<file path="src/hdl/uss_pkg.sv">
// Shared constants and types of the serial status and control flag block.
// Assumes a 32-bit AHB-Lite register bus with one aligned word per register.
package uss_pkg;

    // ----------------------------------------------------------------
    // Register byte offsets (low address byte only)
    // ----------------------------------------------------------------
    localparam logic [7:0] ADDR_STATUS     = 8'h00;
    localparam logic [7:0] ADDR_TXDATA     = 8'h04;
    localparam logic [7:0] ADDR_RXDATA     = 8'h08;
    localparam logic [7:0] ADDR_CONFIG     = 8'h0c;
    localparam logic [7:0] ADDR_IRQ_STATUS = 8'h10;
    localparam logic [7:0] ADDR_IRQ_MASK   = 8'h14;

    // ----------------------------------------------------------------
    // Field positions of serial_status_control; BIT_NINE is bit 0 of the config register
    // ----------------------------------------------------------------
    localparam int BIT_TXEN   = 10;
    localparam int BIT_TXBF   = 9;
    localparam int BIT_TXDONE = 8;
    localparam int BIT_RXISEL = 6;
    localparam int BIT_ADRDET = 5;
    localparam int BIT_RXIDLE = 4;
    localparam int BIT_PARITY = 3;
    localparam int BIT_FRAME  = 2;
    localparam int BIT_OVRUN  = 1;
    localparam int BIT_RXDA   = 0;
    localparam int BIT_NINE   = 0;

    // Interrupt status and mask bits
    localparam int IRQ_RX     = 0;
    localparam int IRQ_OVR    = 1;
    localparam int IRQ_TXDONE = 2;
    localparam int IRQ_W      = 3;

    // ----------------------------------------------------------------
    // Buffer geometry, thresholds and reset values
    // ----------------------------------------------------------------
    localparam int         FIFO_DEPTH  = 4;
    localparam int         PTR_W       = 2;
    localparam int         CNT_W       = 3;
    localparam int         TX_W        = 9;
    localparam int         RX_W        = 11;
    localparam logic [1:0] RXISEL_FULL = 2'h3;
    localparam logic [1:0] RXISEL_3Q   = 2'h2;
    localparam logic [2:0] LEVEL_FULL  = 3'h4;
    localparam logic [2:0] LEVEL_3Q    = 3'h3;
    localparam logic [1:0] RST_RXISEL  = 2'h0;
    localparam logic       RST_TXEN    = 1'h0;
    localparam logic       RST_ADRDET  = 1'h0;
    localparam logic       RST_NINE    = 1'h0;
    localparam logic [2:0] RST_MASK    = 3'h0;

    // One received character with its per-character error flags
    typedef struct packed {
        logic       frameErr;
        logic       parityErr;
        logic [8:0] data;
    } uss_rx_char_t;

endpackage : uss_pkg

</file>
<file path="src/hdl/uss_status_flags.sv">
// Status and control flags of an asynchronous serial port, with AHB-Lite slave.
// Assumes an external receive shifter that hands over whole characters and an
// external transmit shifter that takes characters from the transmit buffer.
//
// The placing of the registers and register access over AHB-Lite were left to the implementer.
`timescale 1ns/10ps
module uss_status_flags (
    input  wire logic                 clock,             // Peripheral clock, 25 MHz
    input  wire logic                 rst,               // Synchronous reset, high
    input  wire logic                 hsel,              // Slave select
    input  wire logic [31:0]          haddr,             // Byte address
    input  wire logic [1:0]           htrans,            // Transfer type
    input  wire logic                 hwrite,            // Write when high
    input  wire logic [2:0]           hsize,             // Word transfers only
    input  wire logic [31:0]          hwdata,            // Write data
    input  wire logic                 hready,            // Bus ready
    output logic                      hreadyout,         // Slave ready
    output logic                      hresp,             // Always OKAY
    output logic      [31:0]          hrdata,            // Read data, registered
    input  wire logic                 rxCharValid,       // Receive shifter transfer
    input  wire uss_pkg::uss_rx_char_t rxChar,           // Character and its errors
    input  wire logic                 rxActive,          // Receiver mid-character
    output logic                      rxShiftFlush,      // Empty the receive shifter
    output logic      [8:0]           txChar,            // Head of transmit buffer
    output logic                      txCharValid,       // Character waiting
    input  wire logic                 txCharTake,        // Shifter takes character
    input  wire logic                 txShiftBusy,       // Shifter holds a character
    output logic                      txAbort,           // Stop any shift now
    output logic                      serialTxPinEnable, // Serial port owns the pin
    output logic                      irq                // Level interrupt
);
    // ----------------------------------------------------------------
    // State
    // ----------------------------------------------------------------
    typedef struct packed {
        logic        dphase;
        logic        dwrite;
        logic [7:0]  daddr;
        logic        rdWait;
        logic [31:0] rdata;
        logic        txen;
        logic [1:0]  rxisel;
        logic        adrDet;
        logic        nineBit;
        logic        overrun;
        logic        txEmptyPrev;
    } uss_ctrl_t;

    localparam uss_ctrl_t CTRL_RESET = '{
        dphase:      1'h0,
        dwrite:      1'h0,
        daddr:       8'h00,
        rdWait:      1'h0,
        rdata:       32'h0000_0000,
        txen:        uss_pkg::RST_TXEN,
        rxisel:      uss_pkg::RST_RXISEL,
        adrDet:      uss_pkg::RST_ADRDET,
        nineBit:     uss_pkg::RST_NINE,
        overrun:     1'h0,
        txEmptyPrev: 1'h1
    };

    uss_ctrl_t             s;
    uss_ctrl_t             next_s;
    logic                  addrTaken;
    logic                  writeDone;
    logic                  readDone;
    logic                  wrStatus;
    logic                  clearOverrun;
    logic                  rxAccept;
    logic                  rxOverflow;
    logic                  rxPush;
    logic                  popRx;
    logic                  rxThreshEvt;
    logic [2:0]            rxLevelNext;
    logic [2:0]            rxCount;
    logic                  rxFull;
    logic                  rxEmpty;
    uss_pkg::uss_rx_char_t rxHead;
    logic [2:0]            txCount;
    logic                  txFull;
    logic                  txEmpty;
    logic                  txPush;
    logic                  txPop;
    logic                  txAllEmpty;
    logic [2:0]            irqEvents;
    logic [2:0]            irqStatus;
    logic [2:0]            irqMask;
    logic [31:0]           statusWord;
    logic [31:0]           readMux;

    // ----------------------------------------------------------------
    // Bus handshake
    // ----------------------------------------------------------------
    // Reads take one wait state so that hrdata comes from a flip-flop
    assign addrTaken = hsel && htrans[1] && hready;
    assign hreadyout = !(s.dphase && !s.dwrite && !s.rdWait);
    assign hresp     = 1'h0;
    assign hrdata    = s.rdata;
    assign writeDone = s.dphase && s.dwrite;
    // Read side effects share the edge that captures hrdata, so nothing is lost
    assign readDone  = s.dphase && !s.dwrite && !s.rdWait;
    assign wrStatus  = writeDone && (s.daddr == uss_pkg::ADDR_STATUS);

    // Overrun clear is a one-to-zero write
    assign clearOverrun = wrStatus && s.overrun && !hwdata[uss_pkg::BIT_OVRUN];

    // ----------------------------------------------------------------
    // Receive path
    // ----------------------------------------------------------------
    // Address-only filter, nine-bit mode
    assign rxAccept = rxCharValid && !s.overrun &&
                      !(s.adrDet && s.nineBit && !rxChar.data[8]);
    assign popRx    = readDone && (s.daddr == uss_pkg::ADDR_RXDATA);
    // Overflow when no room and nothing leaves
    assign rxOverflow = rxAccept && rxFull && !popRx;
    assign rxPush     = rxAccept && !rxOverflow;
    // Shifter flush goes out with the buffer flush
    assign rxShiftFlush = clearOverrun;

    assign rxLevelNext = 3'(rxCount + {2'h0, rxPush} - {2'h0, popRx && !rxEmpty});

    always_comb
    begin
        unique case (s.rxisel)
            uss_pkg::RXISEL_FULL: rxThreshEvt = rxPush && (rxLevelNext == uss_pkg::LEVEL_FULL);
            uss_pkg::RXISEL_3Q:   rxThreshEvt = rxPush && (rxLevelNext == uss_pkg::LEVEL_3Q);
            default:              rxThreshEvt = rxPush;
        endcase
    end

    uss_fifo4 #(
        .W (uss_pkg::RX_W)
    ) rxFifo (
        .clock    (clock),
        .rst      (rst),
        .flush    (clearOverrun),
        .push     (rxPush),
        .pushData (rxChar),
        .pop      (popRx),
        .head     (rxHead),
        .count    (rxCount),
        .full     (rxFull),
        .empty    (rxEmpty)
    );

    // ----------------------------------------------------------------
    // Transmit path
    // ----------------------------------------------------------------
    // Writes while disabled are dropped; a full buffer drops them too unless the shifter takes a character in the same cycle
    assign txPush = writeDone && (s.daddr == uss_pkg::ADDR_TXDATA) && s.txen;
    assign txPop  = txCharTake && txCharValid;

    // Disable aborts the shifter and hands the pin back
    assign txAbort           = !s.txen;
    assign serialTxPinEnable = s.txen;
    assign txCharValid       = s.txen && !txEmpty;

    // Empty only when both stages are empty
    assign txAllEmpty = txEmpty && !txShiftBusy;

    uss_fifo4 #(
        .W (uss_pkg::TX_W)
    ) txFifo (
        .clock    (clock),
        .rst      (rst),
        .flush    (!s.txen),
        .push     (txPush),
        .pushData (hwdata[8:0]),
        .pop      (txPop),
        .head     (txChar),
        .count    (txCount),
        .full     (txFull),
        .empty    (txEmpty)
    );

    // ----------------------------------------------------------------
    // Interrupts
    // ----------------------------------------------------------------
    always_comb
    begin
        irqEvents                      = 3'h0;
        irqEvents[uss_pkg::IRQ_RX]     = rxThreshEvt;
        irqEvents[uss_pkg::IRQ_OVR]    = rxOverflow;
        irqEvents[uss_pkg::IRQ_TXDONE] = txAllEmpty && !s.txEmptyPrev;
    end

    uss_irq_unit irqUnit (
        .clock     (clock),
        .rst       (rst),
        .events    (irqEvents),
        .readClear (readDone && (s.daddr == uss_pkg::ADDR_IRQ_STATUS)),
        .maskWrite (writeDone && (s.daddr == uss_pkg::ADDR_IRQ_MASK)),
        .maskData  (hwdata[2:0]),
        .status    (irqStatus),
        .mask      (irqMask),
        .irq       (irq)
    );

    // ----------------------------------------------------------------
    // Register read view
    // ----------------------------------------------------------------
    always_comb
    begin
        statusWord                                = 32'h0000_0000;
        statusWord[uss_pkg::BIT_TXEN]             = s.txen;
        // No room in the transmit buffer
        statusWord[uss_pkg::BIT_TXBF]             = txFull;
        statusWord[uss_pkg::BIT_TXDONE]           = txAllEmpty;
        statusWord[uss_pkg::BIT_RXISEL +: 2]      = s.rxisel;
        statusWord[uss_pkg::BIT_ADRDET]           = s.adrDet;
        // Idle while no character is arriving
        statusWord[uss_pkg::BIT_RXIDLE]           = !rxActive;
        // Parity error of the head character
        statusWord[uss_pkg::BIT_PARITY]           = !rxEmpty && rxHead.parityErr;
        // Framing error of the head character
        statusWord[uss_pkg::BIT_FRAME]            = !rxEmpty && rxHead.frameErr;
        statusWord[uss_pkg::BIT_OVRUN]            = s.overrun;
        // At least one character to read
        statusWord[uss_pkg::BIT_RXDA]             = !rxEmpty;
    end

    always_comb
    begin
        readMux = 32'h0000_0000;
        unique case (s.daddr)
            uss_pkg::ADDR_STATUS:     readMux = statusWord;
            uss_pkg::ADDR_RXDATA:     readMux = rxEmpty ? 32'h0000_0000 :
                                                {23'h000000, rxHead.data[8] && s.nineBit,
                                                 rxHead.data[7:0]};
            uss_pkg::ADDR_CONFIG:     readMux = {31'h0000_0000, s.nineBit};
            uss_pkg::ADDR_IRQ_STATUS: readMux = {29'h0000_0000, irqStatus};
            uss_pkg::ADDR_IRQ_MASK:   readMux = {29'h0000_0000, irqMask};
            default:                  readMux = 32'h0000_0000;
        endcase
    end

    // ----------------------------------------------------------------
    // Next state
    // ----------------------------------------------------------------
    always_comb
    begin
        next_s             = s;
        next_s.txEmptyPrev = txAllEmpty;
        if (hreadyout)
        begin
            next_s.dphase = addrTaken;
            next_s.dwrite = hwrite;
            next_s.daddr  = haddr[7:0];
            next_s.rdWait = 1'h0;
        end
        else
        begin
            next_s.rdWait = 1'h1;
            next_s.rdata  = readMux;
        end
        if (wrStatus)
        begin
            next_s.txen   = hwdata[uss_pkg::BIT_TXEN];
            next_s.rxisel = hwdata[uss_pkg::BIT_RXISEL +: 2];
            next_s.adrDet = hwdata[uss_pkg::BIT_ADRDET];
        end
        if (writeDone && (s.daddr == uss_pkg::ADDR_CONFIG))
            next_s.nineBit = hwdata[uss_pkg::BIT_NINE];
        // Only hardware sets overrun; set beats clear
        next_s.overrun = (s.overrun && !clearOverrun) || rxOverflow;
    end

    always_ff @(posedge clock)
    begin
        if (rst)
            s <= CTRL_RESET;
        else
            s <= next_s;
    end
endmodule : uss_status_flags

</file>
<file path="src/hdl/uss_fifo4.sv">
// Four-entry first-in first-out buffer with flush.
// Drops a push while full unless it pops in the same cycle, so the owner need not gate push against full.
`timescale 1ns/10ps
module uss_fifo4 #(
    parameter int W = 9
) (
    input  wire logic         clock,    // Peripheral clock
    input  wire logic         rst,      // Synchronous reset, high
    input  wire logic         flush,    // Empty the buffer
    input  wire logic         push,     // Write one entry
    input  wire logic [W-1:0] pushData, // Entry to write
    input  wire logic         pop,      // Drop the head entry
    output logic      [W-1:0] head,     // Oldest entry
    output logic      [2:0]   count,    // Entries held
    output logic              full,     // No room left
    output logic              empty     // Nothing held
);
    typedef struct packed {
        logic [uss_pkg::FIFO_DEPTH-1:0][W-1:0] mem;
        logic [uss_pkg::PTR_W-1:0]            rdPtr;
        logic [uss_pkg::PTR_W-1:0]            wrPtr;
        logic [uss_pkg::CNT_W-1:0]            cnt;
    } uss_fifo_t;

    uss_fifo_t s;
    uss_fifo_t next_s;
    logic      doPop;
    logic      doPush;

    assign doPop  = pop && (s.cnt != 3'h0);
    // A full buffer still takes a push when the head leaves in the same cycle
    assign doPush = push && ((s.cnt != uss_pkg::LEVEL_FULL) || doPop);

    always_comb
    begin
        next_s = s;
        if (doPush)
        begin
            next_s.mem[s.wrPtr] = pushData;
            next_s.wrPtr        = s.wrPtr + 2'h1;
        end
        if (doPop)
            next_s.rdPtr = s.rdPtr + 2'h1;
        next_s.cnt = 3'(s.cnt + {2'h0, doPush} - {2'h0, doPop});
        if (flush)
        begin
            next_s.rdPtr = 2'h0;
            next_s.wrPtr = 2'h0;
            next_s.cnt   = 3'h0;
        end
    end

    always_ff @(posedge clock)
    begin
        if (rst)
            s <= '0;
        else
            s <= next_s;
    end

    assign head  = s.mem[s.rdPtr];
    assign count = s.cnt;
    assign full  = (s.cnt == uss_pkg::LEVEL_FULL);
    assign empty = (s.cnt == 3'h0);
endmodule : uss_fifo4

</file>
<file path="src/hdl/uss_irq_unit.sv">
// Sticky interrupt status with mask and one level interrupt output.
// Assumes readClear pulses once when software completes a status read.
`timescale 1ns/10ps
module uss_irq_unit (
    input  wire logic       clock,     // Peripheral clock
    input  wire logic       rst,       // Synchronous reset, high
    input  wire logic [2:0] events,    // One-cycle event pulses
    input  wire logic       readClear, // Status read completed
    input  wire logic       maskWrite, // Mask register write
    input  wire logic [2:0] maskData,  // New mask value
    output logic      [2:0] status,    // Sticky event bits
    output logic      [2:0] mask,      // Enable per bit
    output logic            irq        // Level interrupt
);
    typedef struct packed {
        logic [uss_pkg::IRQ_W-1:0] status;
        logic [uss_pkg::IRQ_W-1:0] mask;
    } uss_irq_t;

    uss_irq_t s;
    uss_irq_t next_s;

    always_comb
    begin
        next_s = s;
        // An event in the clearing cycle survives the clear
        next_s.status = (readClear ? 3'h0 : s.status) | events;
        if (maskWrite)
            next_s.mask = maskData;
    end

    always_ff @(posedge clock)
    begin
        if (rst)
            s <= {3'h0, uss_pkg::RST_MASK};
        else
            s <= next_s;
    end

    assign status = s.status;
    assign mask   = s.mask;
    assign irq    = |(s.status & s.mask);
endmodule : uss_irq_unit

</file>
<file path="config.mk">
export PLATFORM = sky130hd
export DESIGN_NAME = uss_status_flags
export DESIGN_NICKNAME = d
export VERILOG_FILES = /design/src/hdl/uss_pkg.sv /design/src/hdl/uss_status_flags.sv /design/src/hdl/uss_fifo4.sv /design/src/hdl/uss_irq_unit.sv
export SDC_FILE = /design/constraint.sdc
export NUM_CORES = 1
export LEC_CHECK = 0
export ABC_AREA = 0
export BUFFER_PORTS_ARGS = -buffer_cell sky130_fd_sc_hd__buf_2
export CAP_MARGIN = 20
export CELL_PAD_IN_SITES_DETAIL_PLACEMENT = 0
export CELL_PAD_IN_SITES_GLOBAL_PLACEMENT = 1
export CORE_ASPECT_RATIO = 1.5
export CORE_MARGIN = 2
export CORE_UTILIZATION = 30
export CTS_CLUSTER_SIZE = 20
export DETAILED_ROUTE_END_ITERATION = 7
export PLACE_DENSITY_LB_ADDON = 0.08
export SLEW_MARGIN = 20
export SYNTH_ARGS = -nofsm -noshare
export SYNTH_HDL_FRONTEND = slang
export SYNTH_HIERARCHICAL = 1
export SYNTH_SLANG_ARGS = --single-unit
</file>
<file path="constraint.sdc">
create_clock -name clock -period 5.51 [get_ports clock]
set_clock_uncertainty 0.2 [all_clocks]
set_input_delay 0.551 -clock clock [delete_from_list [all_inputs] [get_ports clock]]
set_output_delay 0.551 -clock clock [all_outputs]
set_load 0.02 [all_outputs]
</file>
==> flow_summary.yaml <==
status:
  outcome: "finished, final reports clean"
cells_and_area:
  diodes: 0
  layout_common_cells: "129 x dfxtp_1, 105 x nand2b_1, 99 x mux2i_1, 63 x buf_2, 44 x nand2_1"
  fin_nets: 793
  syn_to_final_growth_pct: 14.4
  fin_cells: 972
  final_area_um2: 7480
  final_layout_size_suffix_gt1_share_pct: 18.3
  final_common_cell: "dfxtp_1"
clock_tree:
  clock_sinks: 129
  cts_hold_buffers: 0
  cts.path.max_buffers: 2
  htree_levels: 4
  numCtsBuffers: 17
  clk_pin_slew_ps: 60
  cts-root-buf: "clkbuf_16"
  clk_latency_ps: 420
  cts_tree: "yes"
  ctsResizeCount: 0
  post_cts_buffers: 0
run:
  cap_violations: 0
power_and_ir_drop:
  p_switching_uw: 712
  swShare_pct: 26.4
  p_leak_uw: 0.00325
  pwr-share-comb_pct: 15.6
  ir_worst_vdd_mv: 0.207
  pwr-share-clk_pct: 45.5
  cell_internal_pwr_uw: 1990
  p_per_area_nw_per_um2: 361
  seq_power_share_pct: 39.0
place:
  gp_congestion: 0.730
  place_area_um2: 6840
  dp.cells: 940
  hpwl_mm: 11.6
  port_buffers: 64
global_routing:
  grt_pass1_wl_mm: 25.7
  gr-total-overflow: 0
  grt_max_degree: 93
  grt_antenna_before_repair: 0
  grt_pass1_vias: 4706
  grt.total_usage_pct: 14.5
synth:
  synth_area_um2: 6530
  yosysWarnings: 6
  syn-instance-count: 651
  postSynthAreaPerCell_um2: 10.0
worst_setup_path:
  end_kind: "register"
  worstSetupStartpointType: "register"
  cp_max_fo: 10
  cp.arrival_ps: 3780
  required_ps: 5620
  critPathKind: "reg -> reg"
timing:
  grt_setup_unrepaired: "false"
  slew_headroom_pct: 34.3
  slew_violations: 0
  fin_crit_sh_pct: 66.5
  setup_viol: 0
  fmaxAchievable_mhz: 273
  worst_slew_pin_slew_ps: 985
  hold_violations: 0
  finalCriticalPeriod_ps: 3660
  fin_tns_setup_ps: 0
routing:
  wl_per_cell_um: 16.8
  vias: 4555
  first_iter_violations: 139
  drtAntennaViolNets: 0
  drt_wl_total_mm: 16.4
  firstDrtPassIters: 4
  drc: 0
  vias_per_cell: 4.69
floorplan:
  die_w_um: 124
  std_cell_rows: 66
  start_util_pct: 30.3
  chipHeight_um: 185
  pin_count: 137
  core_um2: 21600
  dieArea_um2: 23000
min_path:
  hold_path_class: "in -> reg"
==> flip-flops by register name, summed over array words and instances, names as in the netlist <==
register           cells
hrdata                11
irqUnit/mask           3
irqUnit/status         3
rxFifo/count           3
rxFifo/s              48
s                     17
serialTxPinEnable      1
txFifo/count           3
txFifo/s              40
==> power groups by stage <==
stage	Clock [uW]	Sequential (uW)	Combinational (uW)
finish	1230	1050	420
global route	1300	1060	464
CTS	1260	1050	428
detailed placement	0	1070	426
global placement	0	1070	422
floorplan	0	1050	352
==> worst max-delay path, cell delays in order, from the launching register on <==
cell and delay, ps:
dfxtp_1 410, nor3_1 330, nand4_1 310, a21oi_1 660
nand2_1 280, ha_1 340, inv_1 50, ha_1 120
inv_1 50, fa_1 370, xnor2_1 150, xnor2_1 130
and2_1 150
==> routing by layer <==
metal | vias up | wire, um | GRT usage [%]
li1 | 2242 | - | -
met1 | 2224 | 6870 | 15.9
met2 | 76 | 8840 | 27.3
met3 | 13 | 467 | 3.13
met4 | 0 | 197 | 5.12
met5 | - | 0 | 0
==> through the flow <==
stage          total power (uW)  hold WS, ps  setup slack, ps  util (%)
4_1_cts                    2740          141             1760      34.7
6_report                   2700          164             1850      34.7
2_1_floorplan              1400          226             2360         -
3_5_place_dp               1500          255             1790      31.7
5_1_grt                    2820          144             1470      34.7
3_3_place_gp               1490          246             1790      31.7
==> area by class of cell <==
class                           count  area, um2
Clock buffer                       23        488
Sequential cell                   129       2580
Tap cell                          272        340
Clock inverter                      9        153
Timing Repair Buffer               69        360
Multi-Input combinational cell    451       3480
Inverter                           19       71.3
Fill cell                        2221      14100
==> worst paths after layout <==
path | from | to | slack [ps] | cells past startpoint
setup / recovery | s[44] | rxFifo/count[2] | 1850 | 12
hold / removal | hwrite | s[48] | 160 | 2
setup reg to reg | s[44] | rxFifo/count[2] | 1850 | 12
hold reg to reg | hrdata[3] | hrdata[3] | 260 | 2
Power figures use the tool's default switching activity.
